**src/hw/i2c_port_pkg.sv**
```systemverilog
// Operation
// - strap levels select one of sixteen addresses
// - first byte: address, then direction bit
// - acknowledge a matching address, either direction
// - one offset byte loads the register pointer
// - store and acknowledge each written data byte while the buffer has room
// - offset-only write sets pointer, changes nothing
// - plain read starts at the current pointer
// - read bytes shift out MSB first
// - controller nack ends data until stop
// - offset write, repeated start, then read
// - pointer increments after every read byte
// - clock and open-drain data pins
package i2c_port_pkg;

   // ----------------------------------------
   // strap levels and address groups
   // ----------------------------------------
   localparam logic [1:0] STRAP_LOW   = 2'h0;
   localparam logic [1:0] STRAP_RES   = 2'h1;
   localparam logic [1:0] STRAP_FLOAT = 2'h2;
   localparam logic [1:0] STRAP_HIGH  = 2'h3;

   localparam logic [6:0] ADDR_GROUP_LOW   = 7'h44;
   localparam logic [6:0] ADDR_GROUP_RES   = 7'h20;
   localparam logic [6:0] ADDR_GROUP_FLOAT = 7'h10;
   localparam logic [6:0] ADDR_GROUP_HIGH  = 7'h0c;

   // ----------------------------------------
   // sizes and counts
   // ----------------------------------------
   localparam int         FIFO_DEPTH   = 8;
   localparam logic [3:0] BITS_BYTE    = 4'h8;
   localparam logic [1:0] STRAP_SETTLE = 2'h3;
   localparam logic [7:0] PTR_RESET    = 8'h00;

   // ----------------------------------------
   // types
   // ----------------------------------------
   typedef struct packed {
      logic [7:0] offset;
      logic [7:0] data;
   } wr_word_t;

   typedef enum logic [8:0] {
      ST_IDLE     = 9'h001,
      ST_ADDR     = 9'h002,
      ST_ADDR_ACK = 9'h004,
      ST_OFFS     = 9'h008,
      ST_OFFS_ACK = 9'h010,
      ST_WDATA    = 9'h020,
      ST_WDAT_ACK = 9'h040,
      ST_RDATA    = 9'h080,
      ST_RACK     = 9'h100
   } port_state_t;

   localparam port_state_t ST_WAIT_STOP = ST_IDLE;

   function automatic logic [6:0] target_addr(input logic [1:0] high, input logic [1:0] low);
      logic [6:0] base;
      case (high)
         STRAP_LOW:   base = ADDR_GROUP_LOW;
         STRAP_RES:   base = ADDR_GROUP_RES;
         STRAP_FLOAT: base = ADDR_GROUP_FLOAT;
         default:     base = ADDR_GROUP_HIGH;
      endcase
      return base + {5'h00, low};
   endfunction : target_addr

endpackage : i2c_port_pkg

```
**src/hw/i2c_target_port.sv**
```systemverilog
`timescale 1ns/100ps
module i2c_target_port
   import i2c_port_pkg::*;
(
   input  wire logic       clock,
   input  wire logic       rst_n,
   input  wire logic       scl,
   input  wire logic       sda_in,
   output logic            sda_out,
   output logic            sda_oe,
   input  wire logic [1:0] addr_strap_high,
   input  wire logic [1:0] addr_strap_low,
   output logic      [7:0] rd_addr,
   input  wire logic [7:0] rd_data,
   output logic            wr_valid,
   output wr_word_t        wr_word,
   input  wire logic       wr_ready
);

   // ----------------------------------------
   // pin synchronisers
   // ----------------------------------------
   logic [1:0] scl_sync;
   logic [1:0] sda_sync;
   logic       scl_prev;
   logic       sda_prev;
   logic [1:0] high_meta;
   logic [1:0] high_sync;
   logic [1:0] low_meta;
   logic [1:0] low_sync;

   always_ff @(posedge clock or negedge rst_n) begin
      if (!rst_n) begin
         scl_sync <= 2'h3;
         sda_sync <= 2'h3;
         scl_prev <= 1'b1;
         sda_prev <= 1'b1;
      end else begin
         scl_sync <= {scl_sync[0], scl};
         sda_sync <= {sda_sync[0], sda_in};
         scl_prev <= scl_sync[1];
         sda_prev <= sda_sync[1];
      end
   end

   always_ff @(posedge clock or negedge rst_n) begin
      if (!rst_n) begin
         high_meta <= 2'h0;
         high_sync <= 2'h0;
         low_meta  <= 2'h0;
         low_sync  <= 2'h0;
      end else begin
         high_meta <= addr_strap_high;
         high_sync <= high_meta;
         low_meta  <= addr_strap_low;
         low_sync  <= low_meta;
      end
   end

   logic scl_rise;
   logic scl_fall;
   logic start_seen;
   logic stop_seen;

   // line events from the second stage only, never from the first
   assign scl_rise   = scl_sync[1] && !scl_prev;
   assign scl_fall   = !scl_sync[1] && scl_prev;
   assign start_seen = scl_sync[1] && scl_prev && sda_prev && !sda_sync[1];
   assign stop_seen  = scl_sync[1] && scl_prev && !sda_prev && sda_sync[1];

   // ----------------------------------------
   // strap capture
   // ----------------------------------------
   // straps are caught once after reset, so a pin that wanders later
   // cannot move the address under a live transfer
   logic [1:0] settle;
   logic       strap_done;
   logic [6:0] own_addr;

   always_ff @(posedge clock or negedge rst_n) begin
      if (!rst_n) begin
         settle     <= 2'h0;
         strap_done <= 1'b0;
         own_addr   <= 7'h00;
      end else if (!strap_done) begin
         if (settle == STRAP_SETTLE) begin
            strap_done <= 1'b1;
            own_addr   <= target_addr(high_sync, low_sync);
         end else begin
            settle <= settle + 2'h1;
         end
      end
   end

   // ----------------------------------------
   // byte engine
   // ----------------------------------------
   port_state_t state;
   logic [3:0]  bit_cnt;
   logic [7:0]  shift;
   logic        rw;
   logic        acked;
   logic [7:0]  ptr;
   logic        push_valid;
   wr_word_t    push_word;
   logic        fifo_ready;
   logic        byte_end;
   logic        addr_hit;

   assign byte_end = scl_fall && (bit_cnt == BITS_BYTE);
   assign addr_hit = strap_done && (shift[7:1] == own_addr);

   always_ff @(posedge clock or negedge rst_n) begin
      if (!rst_n) begin
         shift   <= 8'h00;
         bit_cnt <= 4'h0;
      end else if (start_seen) begin
         bit_cnt <= 4'h0;
      end else if (scl_rise) begin
         if (state == ST_ADDR || state == ST_OFFS || state == ST_WDATA) begin
            shift   <= {shift[6:0], sda_sync[1]};
            bit_cnt <= bit_cnt + 4'h1;
         end else if (state == ST_RDATA) begin
            bit_cnt <= bit_cnt + 4'h1;
         end
      end else if (scl_fall) begin
         if (state == ST_ADDR_ACK && rw) begin
            shift   <= rd_data;
            bit_cnt <= 4'h0;
         end else if (state == ST_RACK && acked) begin
            shift   <= rd_data;
            bit_cnt <= 4'h0;
         end else if (state == ST_RDATA && bit_cnt != BITS_BYTE) begin
            shift <= {shift[6:0], 1'b0};
         end else if (state == ST_ADDR_ACK || state == ST_OFFS_ACK || state == ST_WDAT_ACK) begin
            bit_cnt <= 4'h0;
         end
      end
   end

   always_ff @(posedge clock or negedge rst_n) begin
      if (!rst_n) begin
         state  <= ST_IDLE;
         sda_oe <= 1'b0;
         rw     <= 1'b0;
         acked  <= 1'b0;
      end else if (stop_seen) begin
         state  <= ST_IDLE;
         sda_oe <= 1'b0;
      end else if (start_seen) begin
         state  <= ST_ADDR;
         sda_oe <= 1'b0;
      end else if (scl_rise && state == ST_RACK) begin
         acked <= !sda_sync[1];
      end else if (scl_fall) begin
         case (state)
            ST_ADDR: begin
               if (bit_cnt == BITS_BYTE) begin
                  if (addr_hit) begin
                     state  <= ST_ADDR_ACK;
                     sda_oe <= 1'b1;
                     rw     <= shift[0];
                  end else begin
                     state <= ST_WAIT_STOP;
                  end
               end
            end
            ST_ADDR_ACK: begin
               if (rw) begin
                  state  <= ST_RDATA;
                  sda_oe <= !rd_data[7];
               end else begin
                  state  <= ST_OFFS;
                  sda_oe <= 1'b0;
               end
            end
            ST_OFFS: begin
               if (bit_cnt == BITS_BYTE) begin
                  state  <= ST_OFFS_ACK;
                  sda_oe <= 1'b1;
               end
            end
            ST_OFFS_ACK, ST_WDAT_ACK: begin
               state  <= ST_WDATA;
               sda_oe <= 1'b0;
            end
            ST_WDATA: begin
               if (bit_cnt == BITS_BYTE) begin
                  // a full buffer refuses the byte rather than lose it
                  if (fifo_ready) begin
                     state  <= ST_WDAT_ACK;
                     sda_oe <= 1'b1;
                  end else begin
                     state <= ST_WAIT_STOP;
                  end
               end
            end
            ST_RDATA: begin
               if (bit_cnt == BITS_BYTE) begin
                  state  <= ST_RACK;
                  sda_oe <= 1'b0;
               end else begin
                  sda_oe <= !shift[6];
               end
            end
            ST_RACK: begin
               if (acked) begin
                  state  <= ST_RDATA;
                  sda_oe <= !rd_data[7];
               end else begin
                  state  <= ST_WAIT_STOP;
                  sda_oe <= 1'b0;
               end
            end
            default: begin
               sda_oe <= 1'b0;
            end
         endcase
      end
   end

   // ----------------------------------------
   // register pointer
   // ----------------------------------------
   always_ff @(posedge clock or negedge rst_n) begin
      if (!rst_n) begin
         ptr <= PTR_RESET;
      end else if (byte_end && state == ST_OFFS) begin
         ptr <= shift;
      end else if (byte_end && state == ST_WDATA && fifo_ready) begin
         ptr <= ptr + 8'h01;
      end else if (byte_end && state == ST_RDATA) begin
         ptr <= ptr + 8'h01;
      end
   end

   always_ff @(posedge clock or negedge rst_n) begin
      if (!rst_n) begin
         rd_addr <= PTR_RESET;
         sda_out <= 1'b0;
      end else begin
         rd_addr <= ptr;
         sda_out <= 1'b0;
      end
   end

   always_ff @(posedge clock or negedge rst_n) begin
      if (!rst_n) begin
         push_valid <= 1'b0;
         push_word  <= '0;
      end else begin
         push_valid <= byte_end && state == ST_WDATA && fifo_ready;
         if (byte_end && state == ST_WDATA) begin
            push_word <= '{offset: ptr, data: shift};
         end
      end
   end

   // ----------------------------------------
   // write buffer
   // ----------------------------------------
   write_fifo #(
      .WIDTH ($bits(wr_word_t)),
      .DEPTH (FIFO_DEPTH)
   ) u_fifo (
      .clock     (clock),
      .rst_n     (rst_n),
      .in_valid  (push_valid),
      .in_ready  (fifo_ready),
      .in_data   (push_word),
      .out_valid (wr_valid),
      .out_ready (wr_ready),
      .out_data  (wr_word)
   );
endmodule : i2c_target_port

```
**src/hw/write_fifo.sv**
```systemverilog
`timescale 1ns/100ps
module write_fifo #(
   parameter int WIDTH = 16,
   parameter int DEPTH = 8
) (
   input  wire logic             clock,
   input  wire logic             rst_n,
   input  wire logic             in_valid,
   output logic                  in_ready,
   input  wire logic [WIDTH-1:0] in_data,
   output logic                  out_valid,
   input  wire logic             out_ready,
   output logic      [WIDTH-1:0] out_data
);
   localparam int AW = (DEPTH > 1) ? $clog2(DEPTH) : 1;

   logic [WIDTH-1:0] mem [DEPTH];
   logic [AW-1:0]    wr_ptr;
   logic [AW-1:0]    rd_ptr;
   logic [AW:0]      count;
   logic             push;
   logic             pop;

   // output stage is a register, refilled whenever it drains
   assign in_ready = (count != (AW+1)'(DEPTH));
   assign push     = in_valid && in_ready;
   assign pop      = (count != '0) && (!out_valid || out_ready);

   always_ff @(posedge clock) begin
      if (push) begin
         mem[wr_ptr] <= in_data;
      end
   end

   always_ff @(posedge clock or negedge rst_n) begin
      if (!rst_n) begin
         wr_ptr <= '0;
         rd_ptr <= '0;
         count  <= '0;
      end else begin
         if (push) begin
            wr_ptr <= (wr_ptr == AW'(DEPTH-1)) ? '0 : wr_ptr + AW'(1);
         end
         if (pop) begin
            rd_ptr <= (rd_ptr == AW'(DEPTH-1)) ? '0 : rd_ptr + AW'(1);
         end
         count <= count + (AW+1)'(push) - (AW+1)'(pop);
      end
   end

   always_ff @(posedge clock or negedge rst_n) begin
      if (!rst_n) begin
         out_valid <= 1'b0;
         out_data  <= '0;
      end else if (pop) begin
         out_valid <= 1'b1;
         out_data  <= mem[rd_ptr];
      end else if (out_ready) begin
         out_valid <= 1'b0;
      end
   end

endmodule : write_fifo

```
**config.mk**
```make
export PLATFORM = sky130hd
export DESIGN_NAME = i2c_target_port
export DESIGN_NICKNAME = d
export VERILOG_FILES = /design/src/hw/i2c_port_pkg.sv /design/src/hw/i2c_target_port.sv /design/src/hw/write_fifo.sv
export SDC_FILE = /design/constraint.sdc
export NUM_CORES = 1
export LEC_CHECK = 0
export BUFFER_PORTS_ARGS = -buffer_cell sky130_fd_sc_hd__buf_2
export CORE_MARGIN = 10
export CORE_UTILIZATION = 61
export DETAILED_ROUTE_END_ITERATION = 12
export PLACE_DENSITY = 0.81
export SYNTH_ARGS = -nofsm -noshare
export SYNTH_HDL_FRONTEND = slang
export SYNTH_HIERARCHICAL = 1
export SYNTH_SLANG_ARGS = --single-unit
export TNS_END_PERCENT = 100
```
**constraint.sdc**
```tcl
create_clock -name clock -period 4 [get_ports clock]
set_input_delay 0.2 -clock clock [delete_from_list [all_inputs] [get_ports clock]]
set_output_delay 0.2 -clock clock [all_outputs]
set_load 0.01 [all_outputs]
```
==> flow_summary.html, run 1 <==
<table>
<tr><th>Metric</th><th>Value</th></tr>
<tr><th colspan="2">Outcome</th></tr>
<tr><td>Run status</td><td>finished, final reports clean</td></tr>
<tr><th colspan="2">Power</th></tr>
<tr><td>Power density cells</td><td>roughly 530 nW/um^2</td></tr>
<tr><td>Total chip power</td><td>5.97 mW</td></tr>
<tr><td>LEAKAGE</td><td>4.45 nW</td></tr>
<tr><td>Worst VDD drop</td><td>0.328 mV</td></tr>
<tr><th colspan="2">Placement</th></tr>
<tr><td>HPWL Detailed</td><td>12900 um</td></tr>
<tr><td>IO Port Bufs</td><td>42</td></tr>
<tr><td>Routability congestion estimate</td><td>0.870</td></tr>
<tr><th colspan="2">Synth</th></tr>
<tr><td>Count of mapped cells out of synthesis</td><td>approximately 680</td></tr>
<tr><td>Share of synthesized area occupied by flip-flops and latches</td><td>about 64%</td></tr>
<tr><td>Post-synth ARST share</td><td>45.8%</td></tr>
<tr><td>Most used DFF post-synth</td><td>edfxtp_1</td></tr>
<tr><td>Area of the mapped netlist</td><td>10200 um^2</td></tr>
<tr><td>Number of storage elements in the synthesis netlist</td><td>236</td></tr>
<tr><td>Dominant cells by area after synthesis</td><td>edfxtp_1, dfrtp_1, mux2_2, mux2i_1, ha_1</td></tr>
<tr><td>Top cell type by total area after synthesis</td><td>edfxtp_1</td></tr>
<tr><td>Most numerous cell in the Yosys netlist</td><td>edfxtp_1</td></tr>
<tr><td>Mapped Nets</td><td>722</td></tr>
<tr><td>Area fraction of the dominant cell type after synthesis</td><td>37.7%</td></tr>
<tr><td>Library cells used by synthesis</td><td>65</td></tr>
<tr><td>EDFF count, synth</td><td>between 100 and 150</td></tr>
<tr><td>Synthesis Warnings</td><td>6</td></tr>
<tr><td>Post-Synthesis Mean Instance Area</td><td>14.9 um^2</td></tr>
<tr><td>Most frequent cells after synthesis</td><td>edfxtp_1, dfrtp_1, mux2_2, mux2i_1, nor2_1</td></tr>
<tr><th colspan="2">Timing</th></tr>
<tr><td>Final Setup Violations</td><td>0</td></tr>
<tr><td>Total Negative Setup Slacks</td><td>0 ns</td></tr>
<tr><td>Fin Clk Skew</td><td>0.0147 ns</td></tr>
<tr><td>Worst-case headroom to the max-slew limit</td><td>19.1%</td></tr>
<tr><td>Final worst path period share</td><td>68.2%</td></tr>
<tr><td>RSZ-0062 raised after global routing</td><td>no</td></tr>
<tr><td>Slew at the pin closest to its max-slew limit</td><td>1.21 ns</td></tr>
<tr><td>Pins Over Slew Limit</td><td>0</td></tr>
<tr><td>Min cycle time layout</td><td>2.73 ns</td></tr>
<tr><td>Count of final hold-check violations</td><td>0</td></tr>
<tr><td>Max Freq</td><td>around 370 MHz</td></tr>
<tr><th colspan="2">Floorplan</th></tr>
<tr><td>Area inside the core boundary</td><td>16500 um^2</td></tr>
<tr><td>Starting density of the core</td><td>62.0%</td></tr>
<tr><td>Die Ht</td><td>149 um</td></tr>
<tr><td>Floorplan die area</td><td>22300 um^2</td></tr>
<tr><td>Standard-cell rows</td><td>47</td></tr>
<tr><td>Die extent in x</td><td>149 um</td></tr>
<tr><td>Number of top-level pins</td><td>44</td></tr>
<tr><th colspan="2">Layout</th></tr>
<tr><td>Layout net count</td><td>775</td></tr>
<tr><td>Share of cells above drive strength 1</td><td>27.5%</td></tr>
<tr><td>Antenna Diode Count</td><td>0</td></tr>
<tr><td>Area growth, synth to finish</td><td>11.1%</td></tr>
<tr><td>Total of fill cells in the finished design</td><td>1083</td></tr>
<tr><th colspan="2">Worst setup path</th></tr>
<tr><td>Kind of critical path</td><td>reg -&gt; reg</td></tr>
<tr><td>Data required, critical path</td><td>between 4 and 5 ns</td></tr>
<tr><td>Number of buffer and inverter stages on the critical path</td><td>4</td></tr>
<tr><td>Crit path max-delay cell type</td><td>nor3b_4</td></tr>
<tr><td>Gate family responsible for the most delay along the worst path</td><td>adder cells</td></tr>
<tr><td>Highest fanout seen on the critical path</td><td>19</td></tr>
<tr><td>Endpoint class of the critical path</td><td>flop</td></tr>
<tr><td>Sequence of cells on the critical path</td><td>inv_1, ha_1, nor3b_4, or2_1, inv_2, ha_1, inv_1, ha_1, inv_1, fa_1, xnor2_1</td></tr>
<tr><td>Reg-to-reg slack, setup</td><td>1.27 ns</td></tr>
<tr><td>Delay of the slowest cell on the worst path</td><td>0.61 ns</td></tr>
<tr><td>Reg2Reg Capture Point</td><td>u_fifo/count[2]$_DFF_PN0_</td></tr>
<tr><td>Number of cells on the critical path</td><td>11</td></tr>
<tr><td>Critical register-to-register path startpoint</td><td>u_fifo/count[2]$_DFF_PN0_</td></tr>
<tr><td>CP arrival</td><td>3.11 ns</td></tr>
<tr><td>FF-to-FF path depth</td><td>11</td></tr>
<tr><td>Crit start category</td><td>flop</td></tr>
<tr><th colspan="2">Clock tree</th></tr>
<tr><td>CTS Buf Count</td><td>23</td></tr>
<tr><td>Total number of clock tree sinks</td><td>236</td></tr>
<tr><td>Buffer cell driving the clock tree root</td><td>clkbuf_16</td></tr>
<tr><td>Post-CTS Repair Setup Buffers</td><td>0</td></tr>
<tr><td>Clock tree from TritonCTS</td><td>yes</td></tr>
<tr><td>Buffers from clock root to sink, at most</td><td>3</td></tr>
<tr><td>Clock transition at the register clock pins on the worst setup and hold paths after CTS</td><td>0.06 ns</td></tr>
<tr><td>H-Tree Depth</td><td>1</td></tr>
<tr><td>Worst-Skew Late Latency</td><td>0.51 ns</td></tr>
<tr><th colspan="2">Routing</th></tr>
<tr><td>Number of remaining DRC errors</td><td>0</td></tr>
<tr><td>Via Count</td><td>approximately 5800</td></tr>
<tr><td>Number of routed nets with antenna violations</td><td>0</td></tr>
<tr><td>Routed wirelength normalized by instance count</td><td>19.9 um</td></tr>
<tr><td>Number of vias per cell after detailed routing</td><td>5.92</td></tr>
<tr><td>DR iter-0 viols</td><td>391</td></tr>
<tr><td>Final wirelength</td><td>19400 um</td></tr>
<tr><td>Detailed-router iteration count before antenna repair</td><td>5</td></tr>
<tr><th colspan="2">Job</th></tr>
<tr><td>Max-capacitance violation count</td><td>0</td></tr>
<tr><th colspan="2">Global route</th></tr>
<tr><td>Remaining global-route overflow</td><td>0</td></tr>
<tr><td>Vias in the first global route</td><td>5981</td></tr>
<tr><td>Largest net degree at the start of global routing</td><td>42</td></tr>
<tr><td>All-layer global routing usage</td><td>17.4%</td></tr>
<tr><td>Global-route wire length before repair</td><td>31200 um</td></tr>
<tr><td>Number of antenna violations at the first check in global routing</td><td>0</td></tr>
<tr><th colspan="2">Min path</th></tr>
<tr><td>Launch instance of the worst min-delay path</td><td>rd_data[2]</td></tr>
<tr><td>Worst hold path cell count</td><td>3</td></tr>
<tr><td>Type of the tightest min-delay check</td><td>in -&gt; reg</td></tr>
<tr><td>Hold path endpoint</td><td>shift[2]$_DFFE_PN0P_</td></tr>
</table>
## per-stage QoR
| stage | hold slack [ns] | utilization (%) | area, um^2 | worst slack (ns) | std cells |
|---|---|---|---|---|---|
| floorplan | -0.0956 | - | 10200 | 1.06 | 683 |
| global placement | 0.201 | 64.2 | 10600 | 1.36 | 924 |
| detailed placement | 0.209 | 64.2 | 10600 | 1.27 | 924 |
| CTS | 0.0504 | 68.9 | 11300 | 1.25 | 973 |
| global route | 0.0544 | 68.9 | 11300 | 1.09 | 973 |
| finish | 0.0618 | 68.9 | 11300 | 1.27 | 973 |
## worst reg2reg max path, stage by stage (launching register included)
cell,delay (ns)
dfrtp_1,0.35
inv_1,0.11
ha_1,0.16
nor3b_4,0.61
or2_1,0.23
inv_2,0.07
ha_1,0.26
inv_1,0.06
ha_1,0.15
inv_1,0.06
fa_1,0.42
xnor2_1,0.14
## timing repair
| action | in CTS | in global routing |
|---|---|---|
| gates resized for setup | 0 | 0 |
| endpoints found under the hold margin | 39 | 0 |
| hold buffers | 7 | 0 |
## per-layer routing
metal,GRT usage (%),wire [um],vias to the layer above
li1,-,-,2650
met1,22.6,8440,2906
met2,29.2,9560,168
met3,3.16,1070,34
met4,5.05,295,0
met5,0,0,-
## placed cells by master, fill, tap and decap left out, types with 19 or more instances in the layout
cell       instances
edfxtp_1         128
clkbuf_16         23
buf_2             41
ha_1              21
mux2_2            69
inv_1             19
o21ai_0           26
mux2i_1           37
nor2_1            32
dfrtp_1          100
nand2_1           20
## logic make-up (layout without fill, tap and decap cells)
| family | Yosys count | after routing | share of synthesized area, % |
|---|---|---|---|
| adder cells (fa/ha/maj) | 22 | 22 | 2.77 |
| flip-flops | 236 | 236 | 64.2 |
| AO/OA/AOI/OAI | 112 | 112 | 8.15 |
| other | 1 | 1 | 0.0367 |
| AND/OR/NAND/NOR | 119 | 119 | 6.85 |
| multiplexers | 118 | 118 | 12.9 |
| XOR/XNOR | 22 | 22 | 1.96 |
| buffers and inverters | 53 | 123 | 3.10 |
## registers in the layout (all words and copies together), names as in the netlist, 2 cells and up
register and cells:
u_fifo/rd_ptr 3, u_fifo/count 4, state 9, low_sync 2, high_meta 2, bit_cnt 4
u_fifo/wr_ptr 3, settle 2, u_fifo/mem 128, rd_addr 8, ptr 8, sda_sync 2
high_sync 2, scl_sync 2, shift 8, low_meta 2, u_fifo/out_data 16, own_addr 7
push_word 16
## final cells by class
type | count | area (um^2) | area share [%]
inverters | 20 | 75.1 | 0.662
repair buffers | 61 | 373 | 3.29
well taps | 220 | 275 | 2.43
clock buffers | 29 | 608 | 5.36
flip-flops and latches | 236 | 6560 | 57.8
multi-input cells | 394 | 3370 | 29.7
clock inverters | 13 | 83.8 | 0.739
## report_power, final
part,internal (mW),leakage [nW],switching (mW),total (mW)
Sequential,2.70,2.41,0.201,2.90
Clock,1.14,0.339,0.848,1.98
Combinational,0.489,1.70,0.594,1.08
## how the worst max path moves through the flow
| stage | startpoint | to | slack, ns |
|---|---|---|---|
| floorplan | u_fifo/count[2]$_DFF_PN0_ | u_fifo/mem[0][0]$_DFFE_PP_ | 1.06 |
| global placement | u_fifo/count[2]$_DFF_PN0_ | u_fifo/count[1]$_DFF_PN0_ | 1.36 |
| detailed placement | u_fifo/count[2]$_DFF_PN0_ | u_fifo/count[2]$_DFF_PN0_ | 1.27 |
| CTS | u_fifo/count[2]$_DFF_PN0_ | u_fifo/count[2]$_DFF_PN0_ | 1.25 |
| global route | u_fifo/count[2]$_DFF_PN0_ | u_fifo/count[2]$_DFF_PN0_ | 1.09 |
| finish | u_fifo/count[2]$_DFF_PN0_ | u_fifo/count[2]$_DFF_PN0_ | 1.27 |
Power figures use the tool's default switching activity.
==> inputs of run 2 (changes only) <==
- ABC_AREA: default -> 1
- CORE_UTILIZATION: 61 -> 62
- PLACE_DENSITY: 0.81 -> 0.82
- clock period: 4 -> 2.6 ns (I/O delays scaled with it)
==> flow_summary.html, run 2 <==
<table>
<tr><th>Metric</th><th>Value</th></tr>
<tr><th colspan="2">Outcome</th></tr>
<tr><td>Run status</td><td>finished, final reports clean</td></tr>
<tr><th colspan="2">Worst setup path</th></tr>
<tr><td>Crit path max-delay cell type</td><td>dfrtp_1</td></tr>
<tr><td>Crit start category</td><td>flop</td></tr>
<tr><td>Critical Path Start</td><td>bit_cnt[0]$_DFFE_PN0P_</td></tr>
<tr><td>Sequence of cells on the critical path</td><td>inv_1, ha_1, nand3_1, nor2_2, nand3_1, o211ai_1, o21ai_0</td></tr>
<tr><td>Endpoint class of the critical path</td><td>flop</td></tr>
<tr><td>CP arrival</td><td>2.45 ns</td></tr>
<tr><td>Data required, critical path</td><td>2.97 ns</td></tr>
<tr><td>Kind of critical path</td><td>reg -&gt; reg</td></tr>
<tr><td>Critical register-to-register path startpoint</td><td>bit_cnt[0]$_DFFE_PN0P_</td></tr>
<tr><td>Critical path's most frequent cell</td><td>nand3_1</td></tr>
<tr><td>Highest fanout seen on the critical path</td><td>14</td></tr>
<tr><td>Gate family responsible for the most delay along the worst path</td><td>simple AND/OR/NAND/NOR gates</td></tr>
<tr><td>Delay of the slowest cell on the worst path</td><td>~0.42 ns</td></tr>
<tr><td>Number of buffer and inverter stages on the critical path</td><td>1</td></tr>
<tr><th colspan="2">Global route</th></tr>
<tr><td>Remaining global-route overflow</td><td>0</td></tr>
<tr><td>All-layer global routing usage</td><td>20.1%</td></tr>
<tr><td>Vias in the first global route</td><td>roughly 8000</td></tr>
<tr><td>GR met3 Demand/Resource</td><td>3.22%</td></tr>
<tr><td>Layer with the highest usage</td><td>met2</td></tr>
<tr><td>Global-route wire length before repair</td><td>39100 um</td></tr>
<tr><td>Met2 layer usage reported by global route</td><td>36.3%</td></tr>
<tr><td>Number of antenna violations at the first check in global routing</td><td>0</td></tr>
<tr><td>Global-route track usage on met1</td><td>24.0%</td></tr>
<tr><td>Largest net degree at the start of global routing</td><td>66</td></tr>
<tr><th colspan="2">Synth</th></tr>
<tr><td>Area of the mapped netlist</td><td>10900 um^2</td></tr>
<tr><td>Post-synth ARST share</td><td>45.8%</td></tr>
<tr><td>Share of synthesized area occupied by flip-flops and latches</td><td>60.2%</td></tr>
<tr><td>Post-Synthesis Mean Instance Area</td><td>9.53 um^2</td></tr>
<tr><td>Top cell type by total area after synthesis</td><td>edfxtp_1</td></tr>
<tr><td>Mapped Nets</td><td>1182</td></tr>
<tr><td>Count of mapped cells out of synthesis</td><td>1143</td></tr>
<tr><td>Library cells used by synthesis</td><td>39</td></tr>
<tr><td>Number of storage elements in the synthesis netlist</td><td>236</td></tr>
<tr><td>Most numerous cell in the Yosys netlist</td><td>nand2_1</td></tr>
<tr><td>EDFF count, synth</td><td>128</td></tr>
<tr><td>Synthesis Warnings</td><td>6</td></tr>
<tr><td>Most frequent cells after synthesis</td><td>nand2_1, inv_1, nand3_1, edfxtp_1, dfrtp_1</td></tr>
<tr><td>Dominant cells by area after synthesis</td><td>edfxtp_1, dfrtp_1, nand2_1, nand3_1, inv_1</td></tr>
<tr><td>Area fraction of the dominant cell type after synthesis</td><td>35.3%</td></tr>
<tr><td>Most used DFF post-synth</td><td>edfxtp_1</td></tr>
<tr><th colspan="2">Placement</th></tr>
<tr><td>Worst slack at placement</td><td>approximately 0.53 ns</td></tr>
<tr><td>IO Port Bufs</td><td>42</td></tr>
<tr><td>Placed cell area</td><td>11300 um^2</td></tr>
<tr><td>Number of cells in the design after placement</td><td>1393</td></tr>
<tr><td>HPWL Detailed</td><td>15300 um</td></tr>
<tr><td>Routability congestion estimate</td><td>roughly 0.90</td></tr>
<tr><th colspan="2">Timing</th></tr>
<tr><td>Final Setup Violations</td><td>0</td></tr>
<tr><td>Min cycle time layout</td><td>2.09 ns</td></tr>
<tr><td>RSZ-0062 raised after global routing</td><td>no</td></tr>
<tr><td>Worst-case headroom to the max-slew limit</td><td>about 54%</td></tr>
<tr><td>Total Negative Setup Slacks</td><td>0 ns</td></tr>
<tr><td>Pins Over Slew Limit</td><td>0</td></tr>
<tr><td>Setup ws final</td><td>0.512 ns</td></tr>
<tr><td>Worst hold slack</td><td>0.0598 ns</td></tr>
<tr><td>Final worst path period share</td><td>80.3%</td></tr>
<tr><td>Count of final hold-check violations</td><td>0</td></tr>
<tr><td>Max Freq</td><td>479 MHz</td></tr>
<tr><td>Slew at the pin closest to its max-slew limit</td><td>approximately 0.7 ns</td></tr>
<tr><td>Fin Clk Skew</td><td>0.0169 ns</td></tr>
<tr><th colspan="2">Clock tree</th></tr>
<tr><td>Clock transition at the register clock pins on the worst setup and hold paths after CTS</td><td>approximately 0.06 ns</td></tr>
<tr><td>Worst-Skew Late Latency</td><td>0.52 ns</td></tr>
<tr><td>Clock tree from TritonCTS</td><td>yes</td></tr>
<tr><td>H-Tree Depth</td><td>1</td></tr>
<tr><td>Total number of clock tree sinks</td><td>236</td></tr>
<tr><td>Post-CTS Repair Setup Buffers</td><td>0</td></tr>
<tr><td>Buffer cell driving the clock tree root</td><td>clkbuf_16</td></tr>
<tr><td>Number of buffers added to fix hold violations after cts</td><td>14</td></tr>
<tr><td>CTS Buf Count</td><td>24</td></tr>
<tr><td>Buffers from clock root to sink, at most</td><td>3</td></tr>
<tr><td>Post-cts gate resize count</td><td>0</td></tr>
<tr><th colspan="2">Floorplan</th></tr>
<tr><td>Standard-cell rows</td><td>48</td></tr>
<tr><td>Die Ht</td><td>153 um</td></tr>
<tr><td>Area inside the core boundary</td><td>17200 um^2</td></tr>
<tr><td>Floorplan die area</td><td>23300 um^2</td></tr>
<tr><td>Die extent in x</td><td>~150 um</td></tr>
<tr><td>Starting density of the core</td><td>between 60% and 70%</td></tr>
<tr><td>Number of top-level pins</td><td>between 40 and 50</td></tr>
<tr><th colspan="2">Layout</th></tr>
<tr><td>Area of all placed cells without fillers</td><td>12300 um^2</td></tr>
<tr><td>Layout net count</td><td>1247</td></tr>
<tr><td>Leading cell types in the layout, fill and taps excluded</td><td>nand2_1, inv_1, nand3_1</td></tr>
<tr><td>Flip-flop count of the largest register, all copies and words added</td><td>about 130</td></tr>
<tr><td>Antenna Diode Count</td><td>0</td></tr>
<tr><td>Register name with the most flops</td><td>u_fifo/mem</td></tr>
<tr><td>Most frequent standard cell in the layout excluding fill and tap cells</td><td>nand2_1</td></tr>
<tr><td>Regs by FF count</td><td>u_fifo/mem x128, push_word x16, u_fifo/out_data x16</td></tr>
<tr><td>Cell Count, Final, Fillers Out</td><td>between 1000 and 1500</td></tr>
<tr><td>Post-layout utilization of the core</td><td>71.3%</td></tr>
<tr><td>Share of cells above drive strength 1</td><td>13.1%</td></tr>
<tr><td>Area growth, synth to finish</td><td>12.8%</td></tr>
<tr><td>Total of fill cells in the finished design</td><td>approximately 1200</td></tr>
<tr><th colspan="2">Power</th></tr>
<tr><td>Switching part of the total power</td><td>31.7%</td></tr>
<tr><td>Sequential Power Share</td><td>40.9%</td></tr>
<tr><td>LEAKAGE</td><td>between 5 and 6 nW</td></tr>
<tr><td>Power dissipated by switching net loads</td><td>3.46 mW</td></tr>
<tr><td>Power density cells</td><td>between 800 and 900 nW/um^2</td></tr>
<tr><td>Total chip power</td><td>10.9 mW</td></tr>
<tr><td>Power share of the clock group</td><td>about a third</td></tr>
<tr><td>Combinational cell fraction of total power</td><td>approximately a quarter</td></tr>
<tr><td>Internal power contribution</td><td>approximately 7.5 mW</td></tr>
<tr><td>Worst VDD drop</td><td>0.707 mV</td></tr>
<tr><th colspan="2">Routing</th></tr>
<tr><td>Number of vias per cell after detailed routing</td><td>5.47</td></tr>
<tr><td>Detailed-router iteration count before antenna repair</td><td>5</td></tr>
<tr><td>Number of routed nets with antenna violations</td><td>0</td></tr>
<tr><td>Final wirelength</td><td>23600 um</td></tr>
<tr><td>Routed wirelength normalized by instance count</td><td>16.3 um</td></tr>
<tr><td>Via Count</td><td>7940</td></tr>
<tr><td>DR iter-0 viols</td><td>about 660</td></tr>
<tr><td>Number of remaining DRC errors</td><td>0</td></tr>
<tr><th colspan="2">Job</th></tr>
<tr><td>Max-capacitance violation count</td><td>0</td></tr>
<tr><th colspan="2">Min path</th></tr>
<tr><td>Type of the tightest min-delay check</td><td>in -&gt; async</td></tr>
</table>
[run 2: changes by cell type in the layout (fill, tap and decap cells not counted), sizes merged, moves of 8 or more]
cell / change
o31ai: -20
o21ai: +32
nand2: +326
mux2i: -37
a22o: -17
clkinv: -8
nand3: +133
nor2: +34
o22ai: -18
mux2: -81
inv: +165
[run 2: power by group through the flow]
stage          registers [mW]  clock network [mW]  logic, mW
6_report                 4.46                3.69       2.76
5_1_grt                  4.51                3.89       3.13
4_1_cts                  4.47                3.75       2.77
3_5_place_dp             4.54                   0       2.74
3_3_place_gp             4.52                   0       2.64
2_1_floorplan            4.52                   0       2.06
[run 2: worst paths after layout]
check,cells past startpoint,slack (ns),end
hold reg to reg,0,0.35,high_sync[1]$_DFF_PN0_
setup reg to reg,7,0.51,ptr[2]$_DFFE_PN0P_
setup / recovery,7,0.51,ptr[2]$_DFFE_PN0P_
max in group asynchronous,3,1.77,state[0]$_DFFE_PN1P_
min in group clock,5,0.06,shift[7]$_DFFE_PN0P_
hold / removal,2,0.06,low_meta[1]$_DFF_PN0_
[run 2: layout make-up]
type                            instances  area (um^2)  share of cell area [%]
Sequential cell                       236         6560                    53.3
Multi-Input combinational cell        686         3370                    27.4
Inverter                              185          697                    5.67
Clock buffer                           34          679                    5.53
Timing Repair Buffer                   75          520                    4.24
Tap cell                              225          282                    2.29
Clock inverter                         10          181                    1.48
[run 2: routing by layer]
layer	up-vias	wire length (um)
li1	3784	-
met1	3820	9350
met2	280	12200
met3	56	1480
met4	0	594
met5	-	0
[run 2: cell families (layout without fill, tap and decap cells)]
family / count (synthesis) / after routing / share of synthesized area, %
adders and majority gates: 22 / 22 / 2.60
other: 1 / 1 / 0.0344
DFF: 236 / 236 / 60.2
and+or+nand+nor: 572 / 572 / 23.4
buffers and inverters: 221 / 304 / 8.85
AOI/OAI and AO/OA: 82 / 82 / 4.20
xor gates and xnor gates: 9 / 9 / 0.724
